[config.mk]
export PLATFORM = sky130hd
export DESIGN_NAME = ptph_core
export DESIGN_NICKNAME = d
export VERILOG_FILES = /design/src/rtl/ptph_pkg.sv /design/src/rtl/ptph_hdr_pack.sv /design/src/rtl/ptph_layout.sv /design/src/rtl/ptph_core.sv
export SDC_FILE = /design/constraint.sdc
export NUM_CORES = 1
export LEC_CHECK = 0
export BUFFER_PORTS_ARGS = -buffer_cell sky130_fd_sc_hd__buf_2
export CORE_UTILIZATION = 50
export CTS_CLUSTER_DIAMETER = 150
export CTS_CLUSTER_SIZE = 16
export DETAILED_ROUTE_END_ITERATION = 6
export GPL_TIMING_DRIVEN = 0
export PLACE_DENSITY_LB_ADDON = 0.12
export SLEW_MARGIN = 20
export SYNTH_ARGS = -nofsm -noshare
export SYNTH_HDL_FRONTEND = slang
export SYNTH_HIERARCHICAL = 1
export SYNTH_SLANG_ARGS = --single-unit
[constraint.sdc]
create_clock -name clk_sys -period 17.37 [get_ports clk_sys]
set_input_delay 2.6055 -clock clk_sys [delete_from_list [all_inputs] [get_ports clk_sys]]
set_output_delay 2.6055 -clock clk_sys [all_outputs]
set_load 0.05 [all_outputs]
[src/rtl/ptph_pkg.sv]
// Shared constants and carrier types for the pixel thread payload header block
package ptph_pkg;

    // Payload phases, in delivery order
    localparam int NPH = 8;
    localparam int PH_HDR0 = 0;
    localparam int PH_HDR1 = 1;
    localparam int PH_BARY = 2;
    localparam int PH_DEPTH = 3;
    localparam int PH_WCOORD = 4;
    localparam int PH_POSOFF = 5;
    localparam int PH_CONST = 6;
    localparam int PH_SETUP = 7;
    localparam int PH_SZ_W = 4;
    localparam int REGN_W = 8;

    // Register byte addresses
    localparam logic [15:0] OFF_CTRL = 16'h0000;
    localparam logic [15:0] OFF_SNAP = 16'h0004;
    localparam logic [15:0] OFF_SIZES = 16'h0008;
    localparam logic [15:0] OFF_GAPS = 16'h000c;
    localparam logic [15:0] OFF_STAT = 16'h0010;
    localparam logic [15:0] OFF_LAY_LO = 16'h0014;
    localparam logic [15:0] OFF_LAY_HI = 16'h0018;
    localparam logic [15:0] OFF_SCRATCH = 16'h21d0;

    // Control fields
    localparam int CTRL_SNAP_EN = 0;
    localparam int CTRL_SNAP_SRC = 1;
    localparam int CTRL_PH_LSB = 8;
    localparam int SCR_BIG_BIT = 3;
    localparam int STAT_ERR_BIT = 31;
    localparam int GAP_SETUP_LSB = 8;

    // Reset values
    localparam logic [31:0] CTRL_RST = 32'h0000_0100;
    localparam logic [31:0] SIZES_RST = 32'h1111_1111;
    localparam logic [31:0] GAPS_RST = 32'h0000_0000;
    localparam logic [31:0] SCR_RST = 32'h0000_0000;

    // Header field positions
    localparam int SNAP_BIT = 31;
    localparam int CNT_W = 24;
    localparam int SCR_PTR_LSB = 10;
    localparam int COLOR_LSB = 8;
    localparam int TBL_LSB = 5;
    localparam int SIZE_W = 4;

    // Scratch size decoding
    localparam logic [3:0] SIZE_BIG_CODE = 4'hb;
    localparam logic [8:0] SCR_KB_BIG = 9'h100;
    localparam int BIG_ALIGN_LSB = 23;

    // Dispatch request from the window_masker_stage
    typedef struct packed {
        logic [CNT_W-1:0] prim_cnt;
        logic [31-SCR_PTR_LSB:0] scratch_ptr;
        logic [1:0] color;
        logic [7:0] thread_resource_tag;
        logic [31-TBL_LSB:0] bind_ptr;
        logic [31-TBL_LSB:0] samp_ptr;
        logic [SIZE_W-1:0] size_code;
    } ptph_req_t;

    // Header dwords seven down to three
    typedef struct packed {
        logic [31:0] dw7;
        logic [31:0] dw6;
        logic [31:0] dw5;
        logic [31:0] dw4;
        logic [31:0] dw3;
    } ptph_hdr_t;

endpackage

[src/rtl/ptph_hdr_pack.sv]
// Packs dispatch fields into header dwords seven down to three
`timescale 1ns/1ps
`default_nettype none
module ptph_hdr_pack (
    // Request fields
    input wire ptph_pkg::ptph_req_t req,
    input wire logic [ptph_pkg::CNT_W-1:0] thread_cnt,
    input wire logic snap,
    // Packed header
    output ptph_pkg::ptph_hdr_t hdr
);
    // Reserved spans are tied to zero
    always_comb
    begin
        hdr = '0;
        hdr.dw7[ptph_pkg::SNAP_BIT] = snap;
        hdr.dw7[ptph_pkg::CNT_W-1:0] = req.prim_cnt;
        hdr.dw6[ptph_pkg::CNT_W-1:0] = thread_cnt;
        hdr.dw5[31:ptph_pkg::SCR_PTR_LSB] = req.scratch_ptr;
        hdr.dw5[ptph_pkg::COLOR_LSB+1:ptph_pkg::COLOR_LSB] = req.color;
        hdr.dw5[7:0] = req.thread_resource_tag;
        hdr.dw4[31:ptph_pkg::TBL_LSB] = req.bind_ptr;
        hdr.dw3[31:ptph_pkg::TBL_LSB] = req.samp_ptr;
        // Code passes verbatim; decoding never alters it
        hdr.dw3[ptph_pkg::SIZE_W-1:0] = req.size_code;
    end
endmodule // ptph_hdr_pack
`default_nettype wire

[src/rtl/ptph_layout.sv]
// Computes packed register numbers for each enabled payload phase
`timescale 1ns/1ps
`default_nettype none
module ptph_layout (
    // Configuration
    input wire logic [ptph_pkg::NPH-1:0] ph_en,
    input wire logic [ptph_pkg::NPH*ptph_pkg::PH_SZ_W-1:0] ph_size,
    input wire logic [ptph_pkg::REGN_W-1:0] gap_const,
    input wire logic [ptph_pkg::REGN_W-1:0] gap_setup,
    // Layout
    output logic [ptph_pkg::NPH*ptph_pkg::REGN_W-1:0] ph_start,
    output logic [ptph_pkg::REGN_W-1:0] total_len
);
    // Walk phases in order, skipped phases take no registers
    always_comb
    begin
        logic [ptph_pkg::REGN_W-1:0] nxt;
        nxt = '0;
        ph_start = '0;
        for (int i = 0; i < ptph_pkg::NPH; i++)
        begin
            if (ph_en[i])
            begin
                // Only these two phases may start past the packed point
                if (i == ptph_pkg::PH_CONST && nxt < gap_const)
                    nxt = gap_const;
                if (i == ptph_pkg::PH_SETUP && nxt < gap_setup)
                    nxt = gap_setup;
                ph_start[i*ptph_pkg::REGN_W +: ptph_pkg::REGN_W] = nxt;
                nxt = nxt + ptph_pkg::REGN_W'(ph_size[i*ptph_pkg::PH_SZ_W +: ptph_pkg::PH_SZ_W]);
            end
        end
        total_len = nxt;
    end
endmodule // ptph_layout
`default_nettype wire

[src/rtl/ptph_core.sv]
// Pixel thread payload header assembly: registers, dispatch and layout
//
// Summary of operation
// Phases in fixed order; disabled phases omitted
// Registers from zero; later phases pack down
// Gaps only before constant and setup phases
// Dword seven top bit flags debug match
// Dword seven low bits: primitive thread count
// Dword six: thread counter, plus one per thread
// Dword five upper bits: 1KB scratch pointer
// Dword five bits nine, eight: colour code
// Dword five low byte: resource tag
// Dword four: 32-byte binding table pointer
// Dword three: 32-byte sampler state pointer
// Dword three low nibble: scratch size code
// Early stepping: code eleven means 256KB
// Size code forwarded unchanged, informational only
// Reserved header bits driven to zero
`timescale 1ns/1ps
`default_nettype none
module ptph_core #(
    parameter int CNT_W = ptph_pkg::CNT_W
) (
    // Clock and reset
    input wire logic clk_sys,
    input wire logic reset,
    // Register port
    input wire logic [15:0] reg_addr,
    input wire logic [31:0] reg_wdata,
    input wire logic reg_wr,
    input wire logic reg_rd,
    output logic [31:0] reg_rdata,
    // Dispatch request side
    input wire logic disp_valid,
    output logic disp_ready,
    input wire ptph_pkg::ptph_req_t disp_req,
    // Thread payload side
    output logic thr_valid,
    input wire logic thr_ready,
    output ptph_pkg::ptph_hdr_t thr_hdr,
    output logic [ptph_pkg::NPH-1:0] thr_ph_en,
    output logic [ptph_pkg::NPH*ptph_pkg::REGN_W-1:0] thr_ph_start,
    output logic [ptph_pkg::REGN_W-1:0] thr_len,
    output logic [8:0] thr_scratch_kb
);

    // Codes above eleven are undefined;
    // they decode linearly, since the
    // header keeps the raw code anyway
    // A function keeps the decode in one place
    // Scratch size in KB for a code, with the early-stepping exception
    function automatic logic [8:0] scratch_kb(
        input logic [3:0] code,
        input logic big_mode
    );
        if (big_mode && code == ptph_pkg::SIZE_BIG_CODE)
            scratch_kb = ptph_pkg::SCR_KB_BIG;
        else
            scratch_kb = {5'h00, code} + 9'h001;
    endfunction

    // Kept apart so the alignment check
    // does not hang on size reporting
    // True when code and mode select the oversize scratch
    function automatic logic is_big(
        input logic [3:0] code,
        input logic big_mode
    );
        is_big = big_mode && (code == ptph_pkg::SIZE_BIG_CODE);
    endfunction

    // Register map notes:
    // full 32-bit words, written whole
    // unmapped writes are dropped
    // reads come from a flip-flop
    // the bus never waits
    // reset values live in the package, except snapshot match and status, which reset to zero
    // sticky error clears by writing one
    // Software-visible registers
    logic [31:0] ctrl_q; // Snapshot and phase enables
    logic [31:0] snap_q; // Debug match value
    logic [31:0] sizes_q; // Per-phase register counts
    logic [31:0] gaps_q; // Earliest starts for gap phases
    logic [31:0] scr_q; // Early stepping scratch control
    logic err_q; // Sticky misaligned big scratch
    logic [31:0] rdata_q; // Read data, one cycle late

    // One payload deep: a second request
    // waits, so counter, header and layout
    // always describe the same thread
    // Held until the consumer's ready
    // Dispatch state
    logic [CNT_W-1:0] thr_cnt_q; // Threads dispatched so far
    logic valid_q; // Payload held for the consumer
    ptph_pkg::ptph_hdr_t hdr_q; // Registered header
    logic [ptph_pkg::NPH-1:0] ph_en_q; // Phases of held payload
    logic [ptph_pkg::NPH*ptph_pkg::REGN_W-1:0] start_q; // Starts
    logic [ptph_pkg::REGN_W-1:0] len_q; // Payload length
    logic [8:0] kb_q; // Decoded scratch size

    // Derived from live request and
    // registers; no state of their own
    // Combinational helpers
    logic fire; // Request taken this cycle
    logic snap_hit; // Debug criteria matched
    logic big_mode; // Oversize scratch enabled
    logic misalign; // Big scratch base not 8MB aligned
    logic [ptph_pkg::NPH-1:0] ph_en; // Effective phase enables
    logic [CNT_W-1:0] snap_cmp; // Value compared for snapshot
    ptph_pkg::ptph_hdr_t hdr_c; // Header being built
    logic [ptph_pkg::NPH*ptph_pkg::REGN_W-1:0] start_c; // Layout
    logic [ptph_pkg::REGN_W-1:0] len_c; // Layout length
    logic wr_ctrl; // Write strobes per register
    logic wr_snap;
    logic wr_sizes;
    logic wr_gaps;
    logic wr_stat;
    logic wr_scr;

    // Full address compare: a partial
    // decode could let a stray write
    // flip the oversize scratch mode
    // Writes take effect at the next edge
    // Register write decode
    assign wr_ctrl = reg_wr && reg_addr == ptph_pkg::OFF_CTRL;
    assign wr_snap = reg_wr && reg_addr == ptph_pkg::OFF_SNAP;
    assign wr_sizes = reg_wr && reg_addr == ptph_pkg::OFF_SIZES;
    assign wr_gaps = reg_wr && reg_addr == ptph_pkg::OFF_GAPS;
    assign wr_stat = reg_wr && reg_addr == ptph_pkg::OFF_STAT;
    assign wr_scr = reg_wr && reg_addr == ptph_pkg::OFF_SCRATCH;

    // Ready is combinational so a drained
    // slot refills in the same cycle
    // Path from consumer ready is short
    // Handshake: one holding stage, refilled when drained
    assign disp_ready = !valid_q || thr_ready;
    assign fire = disp_valid && disp_ready;

    // Phase zero cannot be switched off;
    // the thread needs its header
    // The header phase is always present
    always_comb
    begin
        ph_en = ctrl_q[ptph_pkg::CTRL_PH_LSB +: ptph_pkg::NPH];
        ph_en[ptph_pkg::PH_HDR0] = 1'b1;
    end

    // Thread count is the one this thread
    // carries, taken before the step
    // Debug capture compares either the primitive or thread count
    assign snap_cmp = ctrl_q[ptph_pkg::CTRL_SNAP_SRC] ? disp_req.prim_cnt : thr_cnt_q;
    assign snap_hit = ctrl_q[ptph_pkg::CTRL_SNAP_EN] && snap_cmp == snap_q[CNT_W-1:0];

    // Oversize scratch is an early silicon
    // fix-up; software also aligns the base
    // Oversize scratch checks
    assign big_mode = scr_q[ptph_pkg::SCR_BIG_BIT];
    // Base must clear bits below 8MB; software owns this, we only flag it
    assign misalign = is_big(disp_req.size_code, big_mode)
        && disp_req.scratch_ptr[ptph_pkg::BIG_ALIGN_LSB-ptph_pkg::SCR_PTR_LSB-1:0] != '0;

    // Bit layout kept in one small module
    // Header field packing
    ptph_hdr_pack u_pack (
        .req (disp_req),
        .thread_cnt (thr_cnt_q),
        .snap (snap_hit),
        .hdr (hdr_c)
    );

    // Layout follows the registers every
    // cycle but is captured only on a
    // taken request, so a write between
    // threads never tears a payload
    // Payload phase layout
    ptph_layout u_layout (
        .ph_en (ph_en),
        .ph_size (sizes_q),
        .gap_const (gaps_q[ptph_pkg::REGN_W-1:0]),
        .gap_setup (gaps_q[ptph_pkg::GAP_SETUP_LSB +: ptph_pkg::REGN_W]),
        .ph_start (start_c),
        .total_len (len_c)
    );

    // One process per register, all with
    // the same reset; full-word write except scratch, which keeps bit three only, and status, where a one in bit 31 clears the error
    // Control register
    always_ff @(posedge clk_sys)
    begin
        if (reset)
            ctrl_q <= ptph_pkg::CTRL_RST;
        else if (wr_ctrl)
            ctrl_q <= reg_wdata;
    end

    // Upper bits are kept for read-back
    // Snapshot match value
    always_ff @(posedge clk_sys)
    begin
        if (reset)
            snap_q <= '0;
        else if (wr_snap)
            snap_q <= reg_wdata;
    end

    // Four bits per phase, phase zero low
    // Phase sizes; a change applies to the next dispatch
    always_ff @(posedge clk_sys)
    begin
        if (reset)
            sizes_q <= ptph_pkg::SIZES_RST;
        else if (wr_sizes)
            sizes_q <= reg_wdata;
    end

    // A gap below the packed point has
    // no effect on the start
    // Values above 255 cannot be set
    // Gap starts for the constant and setup phases
    always_ff @(posedge clk_sys)
    begin
        if (reset)
            gaps_q <= ptph_pkg::GAPS_RST;
        else if (wr_gaps)
            gaps_q <= reg_wdata;
    end

    // Other bits are not ours; storing
    // them would suggest a meaning
    // Only bit three is kept
    // Early stepping scratch control, only the mode bit is kept
    always_ff @(posedge clk_sys)
    begin
        if (reset)
            scr_q <= ptph_pkg::SCR_RST;
        else if (wr_scr)
            scr_q <= reg_wdata & (32'h0000_0001 << ptph_pkg::SCR_BIG_BIT);
    end

    // Event and clear in one cycle: the
    // flag stays, so no evidence is lost
    // Sticky misalignment flag, set wins over write-one-to-clear
    always_ff @(posedge clk_sys)
    begin
        if (reset)
            err_q <= 1'b0;
        else if (fire && misalign)
            err_q <= 1'b1;
        else if (wr_stat && reg_wdata[ptph_pkg::STAT_ERR_BIT])
            err_q <= 1'b0;
    end

    // Wraps at the top of its width, as
    // the header field does
    // Stepped only on a taken request
    // Thread counter, one step per dispatched thread
    always_ff @(posedge clk_sys)
    begin
        if (reset)
            thr_cnt_q <= '0;
        else if (fire)
            thr_cnt_q <= thr_cnt_q + 1'b1;
    end

    // A request in the draining cycle keeps
    // valid high: full-rate back to back
    // without a bubble
    // Holding stage valid
    always_ff @(posedge clk_sys)
    begin
        if (reset)
            valid_q <= 1'b0;
        else if (fire)
            valid_q <= 1'b1;
        else if (thr_ready)
            valid_q <= 1'b0;
    end

    // Reset clears the held payload, so
    // nothing stale shows before thread one
    // Captured fields stay until replaced
    // Holding stage data, captured only on a taken request
    always_ff @(posedge clk_sys)
    begin
        if (reset)
        begin
            hdr_q <= '0;
            ph_en_q <= '0;
            start_q <= '0;
            len_q <= '0;
            kb_q <= '0;
        end
        else if (fire)
        begin
            hdr_q <= hdr_c;
            ph_en_q <= ph_en;
            start_q <= start_c;
            len_q <= len_c;
            kb_q <= scratch_kb(disp_req.size_code, big_mode);
        end
    end

    // Zero outside the answer cycle, so
    // slaves can be ORed onto one bus
    // A read that matches nothing gives zero
    // Read data mux, registered so data stand the cycle after
    always_ff @(posedge clk_sys)
    begin
        if (reset)
            rdata_q <= '0;
        else if (reg_rd)
        begin
            unique case (reg_addr)
                ptph_pkg::OFF_CTRL: rdata_q <= ctrl_q;
                ptph_pkg::OFF_SNAP: rdata_q <= snap_q;
                ptph_pkg::OFF_SIZES: rdata_q <= sizes_q;
                ptph_pkg::OFF_GAPS: rdata_q <= gaps_q;
                // Live counter and sticky error;
                // the count runs on during the read
                ptph_pkg::OFF_STAT: rdata_q <= {err_q, 31'(thr_cnt_q)};
                // Layout of the last taken payload
                ptph_pkg::OFF_LAY_LO: rdata_q <= start_q[31:0];
                ptph_pkg::OFF_LAY_HI: rdata_q <= start_q[63:32];
                ptph_pkg::OFF_SCRATCH: rdata_q <= scr_q;
                // Unmapped addresses read as zero
                default: rdata_q <= '0;
            endcase
        end
        else
            rdata_q <= '0;
    end

    // Data outputs come from flip-flops;
    // only ready is combinational
    // Outputs
    assign reg_rdata = rdata_q;
    assign thr_valid = valid_q;
    assign thr_hdr = hdr_q;
    assign thr_ph_en = ph_en_q;
    assign thr_ph_start = start_q;
    assign thr_len = len_q;
    assign thr_scratch_kb = kb_q;


    // Limits: one holding stage; gap
    // values are not checked against the
    // size of the register file; the
    // decoded size never feeds the header
endmodule // ptph_core
`default_nettype wire

Word-level counts from Yosys, hierarchy flattened

Index checks and enable logic that the tools add are counted.

Input bits: 168
Flip-flop bits (word level): 407
Output and inout port bits: 283
Word-level logic and storage cells: 83

Mux-type cells: 25
Add/sub/neg operators: 9
Equal/unequal tests: 9
Reductions and logical operators: 19
Bitwise operators: 1
Order comparisons: 2

Operators with widths:

| kind                                                                     | count |
|---|---|
| 32-bit one-hot mux with 8 select lines                                   | 1 |
| 8-bit two-way mux                                                        | 17 |
| 8-bit by 4-bit adder with 8-bit output                                   | 6 |
| 16-bit by 5-bit equality test with 1-bit output (second input constant)  | 3 |
| 16-bit by 4-bit equality test with 1-bit output (second input constant)  | 2 |
| 24-bit by 1-bit adder with 24-bit output (second input constant)         | 1 |
| 24-bit equality test                                                     | 1 |
| 24-bit two-way mux                                                       | 1 |
| 16-bit by 14-bit equality test with 1-bit output (second input constant) | 1 |
| 16-bit by 3-bit equality test with 1-bit output (second input constant)  | 1 |
| 16-bit logical NOT                                                       | 1 |
| 8-bit < comparator                                                       | 2 |
| 13-bit nonzero test                                                      | 1 |
| 1-bit logical AND                                                        | 12 |
| 9-bit two-way mux                                                        | 1 |
| 4-bit by 1-bit adder with 5-bit output (second input constant)           | 1 |
| 4-bit by 4-bit adder with 5-bit output                                   | 1 |
| 4-bit equality test (second input constant)                              | 1 |
| 1-bit two-way mux                                                        | 4 |
| 4-bit two-way mux                                                        | 1 |
| 2-bit nonzero test                                                       | 2 |
| 2-bit OR reduction                                                       | 1 |
| 1-bit logical NOT                                                        | 1 |
| 1-bit logical OR                                                         | 1 |
| 1-bit NOT                                                                | 1 |

Depth between registers and ports, before layout

Gate-level depths: netlist of the first run.

Word-level depth: 20
Depth in mapped cells: 71
Gate-level depth less buffers: 67

Modules after synthesis

Netlist of the first run, hierarchy kept.

By module, submodules not included:

| module        | cells an instance | area each (um^2) | sequential area each (um^2) | instances |
|---|---|---|---|---|
| ptph_core     | 2,089             | 16,654.7         | 8,668.3                     | 1 |
| ptph_layout   | 470               | 3,160.5          | 0.0                         | 1 |
| ptph_hdr_pack | 161               | 1,204.9          | 0.0                         | 1 |

Worst setup path after synthesis of the first run

Ideal clock, no wire load.

Path kind: register to register
From: register sizes_q[0]
To: register len_q, in the netlist thr_len[7]
Cell stages (with the launch flop): 63
Setup time: 0.132 ns
Arrival: 11.515 ns
Path slack: 5.722 ns
Data required time: 17.238 ns
Path buffers: 4
Clock period less this slack: 11.648 ns
Cell sequence: dfxtp_1 > and2_1 > ha_1 > inv_1 > fa_1 > mux2i_1 > inv_1 > fa_1 > nand2_1 > o21ai_0 > inv_1 > ha_1 > a21o_1 > a211oi_1 > o21ai_0 > o21ai_0 > inv_1 > ha_1 > [... 27 more ...] > a2111oi_0 > o21ai_0 > o41ai_1 > clkbuf_1 > inv_1 > clkbuf_1 > mux2_2 > ha_1 > nand3_1 > nand2_1 > a21oi_1 > nor2_1 > o211ai_1 > nor3b_1 > a2111oi_0 > nand3_1 > nand2_1 > a21oi_1

Word-level cells in the longest chain between the ends: 20

RTL lines:

| element                                | line              | text |
|---|---|---|
| from (decl)                            | ptph_core.sv:82   | `logic [31:0] sizes_q;` |
| from (signal assigned)                 | ptph_core.sv:211  | `sizes_q <= ptph_pkg::SIZES_RST;` |
| from (signal assigned)                 | ptph_core.sv:213  | `sizes_q <= reg_wdata;` |
| 4-bit by 4-bit adder with 5-bit output | ptph_layout.sv:30 | `nxt = nxt + ptph_pkg::REGN_W'(ph_size[i*ptph_pkg::PH_SZ_W +: ptph_pkg::PH_SZ_W]);` |
| 8-bit two-way mux (*)                  | ptph_layout.sv:22 | `if (ph_en[i])` |
| 8-bit by 4-bit adder with 8-bit output | ptph_layout.sv:30 |  |
| 8-bit two-way mux (*)                  | ptph_layout.sv:22 |  |
| 8-bit by 4-bit adder with 8-bit output | ptph_layout.sv:30 |  |
| 8-bit two-way mux (*)                  | ptph_layout.sv:22 |  |
| 8-bit by 4-bit adder with 8-bit output | ptph_layout.sv:30 |  |
| 8-bit two-way mux (*)                  | ptph_layout.sv:22 |  |
| [... 5 more ...]                       | n/a               |  |
| 8-bit by 4-bit adder with 8-bit output | ptph_layout.sv:30 |  |
| 8-bit two-way mux (*)                  | ptph_layout.sv:22 |  |
| 8-bit < comparator                     | ptph_layout.sv:27 | `if (i == ptph_pkg::PH_SETUP && nxt < gap_setup)` |
| 8-bit two-way mux                      | ptph_layout.sv:27 |  |
| 8-bit two-way mux                      | ptph_layout.sv:22 |  |
| 8-bit by 4-bit adder with 8-bit output | ptph_layout.sv:30 |  |
| 8-bit two-way mux (*)                  | ptph_layout.sv:22 |  |
| named net len_c, one bit               | ptph_core.sv:112  | `logic [ptph_pkg::REGN_W-1:0] len_c;` |
| to (signal assigned)                   | ptph_core.sv:298  | `len_q <= len_c;` |
| to (decl)                              | ptph_core.sv:98   | `logic [ptph_pkg::REGN_W-1:0] len_q;` |

Mark *: on every way through the listed nets, which the timed path passes. The rest lies on a longest branch. The select of a mux whose other input is x is not followed.
A chain may end at the register's enable or synchronous reset.

Worst setup path after layout of the first run

Ends and elaborated chain as after synthesis.

==> impl_metrics.env, run 1 <==
export IMPL_outcome="complete, but fails checks"
export IMPL_violations="DRC"
export IMPL_track_usage_pct=36.7
export IMPL_muxShareOfSynthArea_pct=1.92
export IMPL_start_kind="flip-flop"
export IMPL_synth_largest_area_cell="dfxtp_1"
export IMPL_fin_hold_ws_ns=0.451
export IMPL_synth_xor_area_share_pct=3.06
export IMPL_yosys_area_top_type_share_pct=41.2
export IMPL_grt_pass1_wl_mm=120
export IMPL_synth_main_ff_cell="dfxtp_1"
export IMPL_postPlaceCellArea_um2=23700
export IMPL_final_cell_mix="823 x nand2_1, 433 x dfxtp_1, 430 x a21oi_1"
export IMPL_clk_latency_ns=0.61
export IMPL_grt_pass1_vias=18988
export IMPL_core_um2=41100
export IMPL_clock_root_buffer="clkbuf_16"
export IMPL_synthAdderAreaFrac_pct=3.33
export IMPL_gp_congestion=0.982
export IMPL_avgSynthCellArea_um2=7.73
export IMPL_ctsHoldBuffers=0
export IMPL_syn_to_final_growth_pct=16.6
export IMPL_start_util_pct=51.1
export IMPL_die_height_um=207
export IMPL_fin_crit_ns=14.91
export IMPL_synth_cell_types=85
export IMPL_viasPerCell=5.66
export IMPL_worstPathArrival_ns=15.37
export IMPL_finClkSkew_ns=0.0290
export IMPL_max_freq_mhz=67.1
export IMPL_gr_total_overflow=0
export IMPL_regToRegEndpoint="thr_len[7]$_SDFFE_PP0P_"
export IMPL_max_vdd_ir_drop_v=0.0000764
export IMPL_cts_tree="yes"
export IMPL_final_common_cell="nand2_1"
export IMPL_ys_ff_latch=433
export IMPL_multi_input_area_um2=10200
export IMPL_cap_violations=0
export IMPL_synth_area_um2=21000
export IMPL_rrSetupSlack_ns=2.46
export IMPL_num_rows=74
export IMPL_tightestPinTransition_ns=1.25
export IMPL_clkTransAtPathRegs_ns=0.08
export IMPL_drt_antenna_violating_nets=0
export IMPL_p_per_area_nw_per_um2=80.2
export IMPL_wl_per_cell_um=22.2
export IMPL_setup_tns_final_ns=0
export IMPL_crit_fanout=10
export IMPL_seq_area_frac_synth_pct=41.2
export IMPL_n_fill_cell=3851
export IMPL_finish_instance_area_um2=24500
export IMPL_setup_worst_path_class="reg -> reg"
export IMPL_critPathCapture="thr_len[7]$_SDFFE_PP0P_"
export IMPL_synthArstFlopShare_pct=0
export IMPL_ioPinCount=451
export IMPL_dp_slack_ns=2.91
export IMPL_drc=47
export IMPL_synth_area_leaders="dfxtp_1 41%, nand2_1 15%, a21oi_1 10%"
export IMPL_hold_violations=0
export IMPL_fin_crit_sh_pct=85.8
export IMPL_hold_path_class="reg -> reg"
export IMPL_startpoint="sizes_q[0]$_SDFFE_PP1P_"
export IMPL_regArea_um2=8670
export IMPL_cts_buffers=31
export IMPL_grt_max_degree=17
export IMPL_yosysWarnings=6
export IMPL_antenna_found_initial=5
export IMPL_hp_start="thr_hdr[157]$_SDFFE_PP0P_"
export IMPL_fin_nets=3382
export IMPL_synth_top_family_by_area="simple AND/OR/NAND/NOR gates"
export IMPL_worstSetupEndpointType="flip-flop"
export IMPL_setup_violations=0
export IMPL_h_tree_depth=1
export IMPL_synth_simple_area_share_pct=21.8
export IMPL_drt_pass1_iterations=7
export IMPL_power_mw=1.96
export IMPL_vias=20944
export IMPL_drive_gt1_share_pct=20.7
export IMPL_power_leakage_nw=10.1
export IMPL_die_x_um=207
export IMPL_port_buffers=369
export IMPL_reg2reg_from="sizes_q[0]$_SDFFE_PP1P_"
export IMPL_synth_edf_count=0
export IMPL_fin_ws_ns=2.46
export IMPL_rsz0062_at_grt="no"
export IMPL_cts_resized=0
export IMPL_hpwl_mm=64.5
export IMPL_netlist_instances=2720
export IMPL_reg2regPathDepth=62
export IMPL_cts_setup_buffers=0
export IMPL_crit_required_ns=17.83
export IMPL_drv_slew=0
export IMPL_die_area_um2=42900
export IMPL_crit_slowest_cell="o41ai_1"
export IMPL_synth_compound_area_share_pct=17.5
export IMPL_wl_mm=82.1
export IMPL_clock_path_buffers=3
export IMPL_drt_iter0_markers=2492
export IMPL_relSlewSlack_pct=15.6
export IMPL_critical_path_max_stage_delay_ns=0.62
export IMPL_clock_sinks=433
-- cell type report --
class	count	area share [%]
Tap cell	532	2.72
Clock buffer	32	3.18
Clock inverter	2	0.102
Inverter	58	0.888
Sequential cell	433	35.4
Buffer	360	8.60
Multi-Input combinational cell	1910	41.6
Timing Repair Buffer	369	7.54
Antenna cell	3	0.0306
-- state kept, by name (all words and copies together), names as in the netlist, 6 cells and up --
name / cells
gaps_q: 32
thr_ph_start: 64
thr_len: 8
thr_ph_en: 8
ctrl_q: 32
snap_q: 32
thr_cnt_q: 24
reg_rdata: 32
sizes_q: 32
thr_scratch_kb: 6
thr_hdr: 160
-- cells in the mapped netlist (all sizes together), types with 5 or more instances --
| master | count |
|---|---|
| nand4 | 10 |
| dfxtp | 433 |
| nor3 | 16 |
| nor4 | 28 |
| or3 | 6 |
| and2 | 30 |
| a21o | 6 |
| a211oi | 5 |
| and3 | 15 |
| xnor2 | 50 |
| ha | 44 |
| and4 | 5 |
| inv | 57 |
| nand2b | 10 |
| mux2i | 32 |
| o21ai | 32 |
| mux2 | 7 |
| xor2 | 20 |
| nor2 | 75 |
| nor2b | 5 |
| a22oi | 48 |
| clkbuf | 134 |
| o21a | 6 |
| fa | 7 |
| buf | 226 |
| nand3 | 35 |
| a31oi | 18 |
| a222oi | 37 |
| nand2 | 823 |
| a21oi | 431 |
-- worst min-delay path by stage --
stage | endpoint | slack, ns | cells after the start
global placement | gaps_q[26]$_SDFFE_PP0P_ | 0.44 | 2
detailed placement | thr_hdr[32]$_SDFFE_PP0P_ | 0.44 | 2
CTS | thr_hdr[32]$_SDFFE_PP0P_ | 0.45 | 2
finish | thr_hdr[157]$_SDFFE_PP0P_ | 0.45 | 2
global route | thr_hdr[58]$_SDFFE_PP0P_ | 0.47 | 2
floorplan | gaps_q[20]$_SDFFE_PP0P_ | 0.43 | 2
-- kinds of logic (layout without fill, tap and decap cells) --
kind of cell | count (synthesis) | after routing
buffers and inverters | 418 | 821
other | 4 | 48
AOI/OAI and AO/OA | 622 | 622
xor gates and xnor gates | 71 | 71
and+or+nand+nor | 1081 | 1081
adders and majority gates | 52 | 52
DFF | 433 | 433
muxes | 39 | 39
-- layer usage --
metal	vias up	share of wire [%]	track usage, %
li1	9790	-	-
met1	9931	41	48.5
met2	1069	46	59.5
met3	154	9.2	6.35
met4	0	4.2	14.7
met5	-	0	0
-- worst max-delay path: cells and delay by family (launching register included) --
kind	cells	cell delay, ns
AO/OA/AOI/OAI	23	6.20
adder cells (fa/ha/maj)	10	3.32
AND/OR/NAND/NOR	17	2.44
buffers and inverters	11	1.89
flip-flops	1	0.57
multiplexers	1	0.34
-- stage by stage --
stage / utilization (%) / cells
global placement: 57.6 / 3662
floorplan: - / 2761
finish: 59.6 / 3699
detailed placement: 57.6 / 3662
global route: 59.6 / 3699
CTS: 59.6 / 3696
-- power by group --
group	total, mW	switching (mW)	leakage (nW)	internal (mW)
Clock	0.681	0.363	0.395	0.318
Combinational	0.255	0.185	6.24	0.0700
Sequential	1.03	0.0140	3.52	1.01
(Power assumes the default switching activity.)
==> run 2, diff against run 1 <==
- CORE_UTILIZATION: 50 -> 40
==> run 2 against run 1 <==
  * The flow now finishes without violations
  * Clock-buffer cell count down 1
  * Clock power up 1%
  * Clock skew down 0.0057 ns
  * Routed wire length up 3.5%
  * Maximum frequency rose by 0.27%
  * First-iteration DRC count is 21% lower
  * Critical path type unchanged
  * Critical endpoint unchanged
  * Largest cell class unchanged
  * Highest routed layer is now met5
==> impl_metrics.env, run 2 (synthesis results as in run 1) <==
export IMPL_drive_gt1_share_pct=20.8
export IMPL_wl_mm=84.9
export IMPL_n_fill_cell=5212
export IMPL_worstPathArrival_ns=15.35
export IMPL_power_leakage_nw=10.2
export IMPL_rsz0062_at_grt="no"
export IMPL_clk_latency_ns=0.62
export IMPL_grt_max_degree=17
export IMPL_drc=0
export IMPL_start_kind="flip-flop"
export IMPL_hold_path_class="reg -> reg"
export IMPL_fin_nets=3382
export IMPL_outcome="finished, final reports clean"
export IMPL_gr_total_overflow=0
export IMPL_p_per_area_nw_per_um2=79.9
export IMPL_setup_violations=0
export IMPL_largest_reg_flops=160
export IMPL_core_um2=51600
export IMPL_antenna_found_initial=7
export IMPL_max_freq_mhz=67.3
export IMPL_ctsHoldBuffers=0
export IMPL_num_rows=83
export IMPL_hold_violations=0
export IMPL_die_area_um2=53500
export IMPL_cts_buffers=31
export IMPL_drt_iter0_markers=1968
export IMPL_fin_ws_ns=2.50
export IMPL_critical_path_max_stage_delay_ns=0.57
export IMPL_syn_to_final_growth_pct=17.6
export IMPL_drv_slew=0
export IMPL_die_x_um=231
export IMPL_h_tree_depth=1
export IMPL_grt_pass1_wl_mm=123
export IMPL_final_common_cell="nand2_1"
export IMPL_dp_slack_ns=2.96
export IMPL_crit_fanout=10
export IMPL_crit_required_ns=17.85
export IMPL_track_usage_pct=30.6
export IMPL_tightestPinTransition_ns=1.14
export IMPL_ioPinCount=451
export IMPL_cts_setup_buffers=0
export IMPL_gp_congestion=0.937
export IMPL_clock_root_buffer="clkbuf_16"
export IMPL_fin_hold_ws_ns=0.454
export IMPL_viasPerCell=5.35
export IMPL_crit_slowest_cell="o41ai_1"
export IMPL_setup_tns_final_ns=0
export IMPL_fin_crit_sh_pct=85.6
export IMPL_wl_per_cell_um=22.1
export IMPL_fin_crit_ns=14.87
export IMPL_final_cell_mix="823 x nand2_1, 433 x dfxtp_1, 430 x a21oi_1"
export IMPL_setup_worst_path_class="reg -> reg"
export IMPL_drt_antenna_violating_nets=0
export IMPL_crit_path_frequent_cell="ha_1"
export IMPL_port_buffers=369
export IMPL_relSlewSlack_pct=24.3
export IMPL_vias=20588
export IMPL_drt_pass1_iterations=6
export IMPL_clock_sinks=433
export IMPL_worstSetupEndpointType="flip-flop"
export IMPL_cts_tree="yes"
export IMPL_max_vdd_ir_drop_v=0.0000695
export IMPL_die_height_um=231
export IMPL_cts_resized=0
export IMPL_finClkSkew_ns=0.0233
export IMPL_clkTransAtPathRegs_ns=0.08
export IMPL_clock_path_buffers=3
export IMPL_grt_pass1_vias=19035
export IMPL_hpwl_mm=67.4
export IMPL_start_util_pct=40.7
export IMPL_cap_violations=0
==> run 2: area by class of cell <==
cell class	count	area [µm²]	area share, %
multi-input combinational	1910	10200	41.3
sequential	433	8670	35.1
buffer	360	2110	8.53
timing repair buffer	369	1850	7.47
tap	680	851	3.44
clock buffer	31	776	3.14
inverter	58	218	0.881
clock inverter	3	41.3	0.167
antenna	4	10.0	0.0405
==> run 2: where the power goes <==
part | internal (mW) | switching, mW | total (mW) | leakage [nW]
combinational | 0.0699 | 0.186 | 0.256 | 6.24
clock | 0.319 | 0.371 | 0.690 | 0.403
sequential | 1.01 | 0.0139 | 1.03 | 3.52
total | 1.40 | 0.571 | 1.97 | 10.2
==> run 2: path summary, 6_finish.rpt <==
path	slack [ns]	end	start	cells past startpoint
max	2.50	thr_len[7]$_SDFFE_PP0P_	sizes_q[0]$_SDFFE_PP1P_	63
min	0.45	thr_hdr[133]$_SDFFE_PP0P_	thr_hdr[133]$_SDFFE_PP0P_	2
max reg2reg	2.50	thr_len[7]$_SDFFE_PP0P_	sizes_q[0]$_SDFFE_PP1P_	63
min reg2reg	0.45	thr_hdr[133]$_SDFFE_PP0P_	thr_hdr[133]$_SDFFE_PP0P_	2
==> run 2: layer usage <==
metal  GRT usage, %  share of wire (%)  up-vias
met5              0              0.024        -
met4           10.5                3.7        4
met3           4.95                7.6      140
met2           49.4                 45      879
met1           41.3                 43     9769
li1               -                  -     9796
==> run 2: critical path, delay by kind of cell (launching register included) <==
family / cells / cell delay (ns)
buffers and inverters: 9 / 1.71
AND/OR/NAND/NOR: 18 / 2.69
multiplexers: 1 / 0.31
flip-flops: 1 / 0.54
adder cells (fa/ha/maj): 10 / 3.18
XOR/XNOR: 3 / 0.56
AO/OA/AOI/OAI: 22 / 5.74
==> run 2: through the flow <==
step           power (mW)  utilization [%]  instance area [µm²]  std cells
6_report             1.97             47.9                24700       3848
5_1_grt              2.04             47.9                24700       3845
4_1_cts              1.98             47.9                24700       3844
3_5_place_dp         1.31             46.3                23900       3810
3_3_place_gp         1.30             46.3                23900       3810
2_1_floorplan        1.22                -                21200       2761
==> run 3, diff against run 2 <==
- PLACE_DENSITY_LB_ADDON: 0.12 -> not set
==> run 3 against run 2 <==
  * Sequential share of layout area about the same
  * First-iteration DRC count grew 9.4%
  * Sequential power about the same
  * Final area about the same
  * Routed wire length decreased by 0.39%
  * Critical path depth stayed put
  * Core utilization about the same
  * Critical endpoint unchanged
==> impl_metrics.env, run 3 (synthesis results as in run 1) <==
export IMPL_postLayoutCoreUtil_pct=47.8
export IMPL_die_height_um=231
export IMPL_rrSetupSlack_ns=2.39
export IMPL_pwr_share_comb_pct=13.0
export IMPL_fin_crit_ns=14.98
export IMPL_rsz0062_at_grt="no"
export IMPL_drt_antenna_violating_nets=0
export IMPL_hpwl_mm=67.7
export IMPL_antenna_found_initial=6
export IMPL_clock_sinks=433
export IMPL_drt_iter0_markers=2153
export IMPL_setup_violations=0
export IMPL_ctsHoldBuffers=0
export IMPL_track_usage_pct=30.4
export IMPL_p_clk_share_pct=34.8
export IMPL_drc=0
export IMPL_start_kind="flip-flop"
export IMPL_drive_gt1_share_pct=20.7
export IMPL_wl_mm=84.6
export IMPL_drt_pass1_iterations=7
export IMPL_num_rows=83
export IMPL_regToRegEndpoint="thr_len[7]$_SDFFE_PP0P_"
export IMPL_p_per_area_nw_per_um2=79.8
export IMPL_vias=20756
export IMPL_core_um2=51600
export IMPL_final_cell_count_no_fill=3845
export IMPL_p_seq_share_pct=52.2
export IMPL_h_tree_depth=1
export IMPL_reg2regPathDepth=63
export IMPL_cts_resized=0
export IMPL_port_buffers=369
export IMPL_finish_instance_area_um2=24700
export IMPL_dp_cells=3810
export IMPL_postPlaceCellArea_um2=23900
export IMPL_multi_input_area_um2=10200
export IMPL_fin_crit_sh_pct=86.2
export IMPL_regArea_um2=8670
export IMPL_relSlewSlack_pct=21.7
export IMPL_power_leakage_nw=10.2
export IMPL_hp_start="thr_scratch_kb[4]$_SDFFE_PP0P_"
export IMPL_outcome="finished, final reports clean"
export IMPL_ioPinCount=451
export IMPL_cts_setup_buffers=0
export IMPL_gp_congestion=0.958
export IMPL_critical_path_max_stage_delay_ns=0.63
export IMPL_n_fill_cell=5183
export IMPL_min_to="thr_scratch_kb[4]$_SDFFE_PP0P_"
export IMPL_clk_latency_ns=0.62
export IMPL_tightestPinTransition_ns=1.17
export IMPL_cts_buffers=31
export IMPL_intPower_mw=1.40
export IMPL_die_x_um=231
export IMPL_clkTransAtPathRegs_ns=0.08
export IMPL_crit_required_ns=17.85
export IMPL_startpoint="sizes_q[0]$_SDFFE_PP1P_"
export IMPL_worstPathArrival_ns=15.45
export IMPL_max_freq_mhz=66.8
export IMPL_clock_root_buffer="clkbuf_16"
export IMPL_final_cell_mix="823 x nand2_1, 433 x dfxtp_1, 430 x a21oi_1"
export IMPL_finClkSkew_ns=0.0266
export IMPL_fin_nets=3382
export IMPL_grt_pass1_wl_mm=122
export IMPL_viasPerCell=5.40
export IMPL_syn_to_final_growth_pct=17.5
export IMPL_fin_hold_ws_ns=0.450
export IMPL_final_common_cell="nand2_1"
export IMPL_cap_violations=0
export IMPL_hold_path_class="reg -> reg"
export IMPL_setup_worst_path_class="reg -> reg"
export IMPL_start_util_pct=40.7
export IMPL_drv_slew=0
export IMPL_clock_path_buffers=3
export IMPL_power_switching_mw=0.566
export IMPL_gr_total_overflow=0
export IMPL_worstSetupEndpointType="flip-flop"
export IMPL_crit_slowest_cell="o41ai_1"
export IMPL_max_vdd_ir_drop_v=0.0000874
export IMPL_crit_fanout=10
export IMPL_largest_reg_flops=160
export IMPL_p_sw_share_pct=28.7
export IMPL_wl_per_cell_um=22.0
export IMPL_reg2reg_from="sizes_q[0]$_SDFFE_PP1P_"
export IMPL_setup_tns_final_ns=0
export IMPL_grt_pass1_vias=19043
export IMPL_grt_max_degree=17
export IMPL_cts_tree="yes"
export IMPL_hold_depth=2
export IMPL_hold_violations=0
export IMPL_die_area_um2=53500
-- run 3: power by group through the flow --
stage | clock (mW) | sequential (mW) | combinational [mW]
finish | 0.686 | 1.03 | 0.256
global route | 0.730 | 1.03 | 0.272
CTS | 0.699 | 1.03 | 0.255
detailed placement | 0 | 1.05 | 0.254
global placement | 0 | 1.05 | 0.252
floorplan | 0 | 1.13 | 0.0961
-- run 3: worst max path at each step --
stage,endpoint,slack (ns),cells after the start
after global routing,thr_len[7]$_SDFFE_PP0P_,1.32,62
after global placement,thr_len[7]$_SDFFE_PP0P_,2.84,62
final,thr_len[7]$_SDFFE_PP0P_,2.39,63
after floorplan,thr_len[7]$_SDFFE_PP0P_,5.72,62
after detailed placement,thr_len[7]$_SDFFE_PP0P_,2.80,62
after CTS,thr_len[7]$_SDFFE_PP0P_,2.72,62
-- run 3: through the flow --
stage | power (mW) | worst slack (ns)
after floorplan | 1.22 | 5.72
after global placement | 1.30 | 2.84
after detailed placement | 1.31 | 2.80
after CTS | 1.98 | 2.72
after global routing | 2.03 | 1.32
final | 1.97 | 2.39
-- run 3: worst max-delay path, delay by kind of cell (launching register included) --
family          cells  cell delay [ns]
mux                 1             0.32
simple gates       17             2.60
flops               1             0.51
compound gates     23             5.88
xor+xnor            3             0.56
buf+inv             9             1.78
fa+ha+maj          10             3.13
-- run 3: final cells by class --
class | count | share of cell area, %
Buffer | 360 | 8.53
Multi-Input combinational cell | 1910 | 41.2
Clock inverter | 2 | 0.147
Clock buffer | 32 | 3.16
Sequential cell | 433 | 35.1
Timing Repair Buffer | 369 | 7.48
Inverter | 58 | 0.882
Tap cell | 680 | 3.45
Antenna cell | 1 | 0.0101
-- run 3: layer usage --
layer  routed length (µm)  track usage, %
met1                35300            40.7
met2                38700            49.3
met3                 7240            4.53
met4                 3260            11.4
met5                   54               0
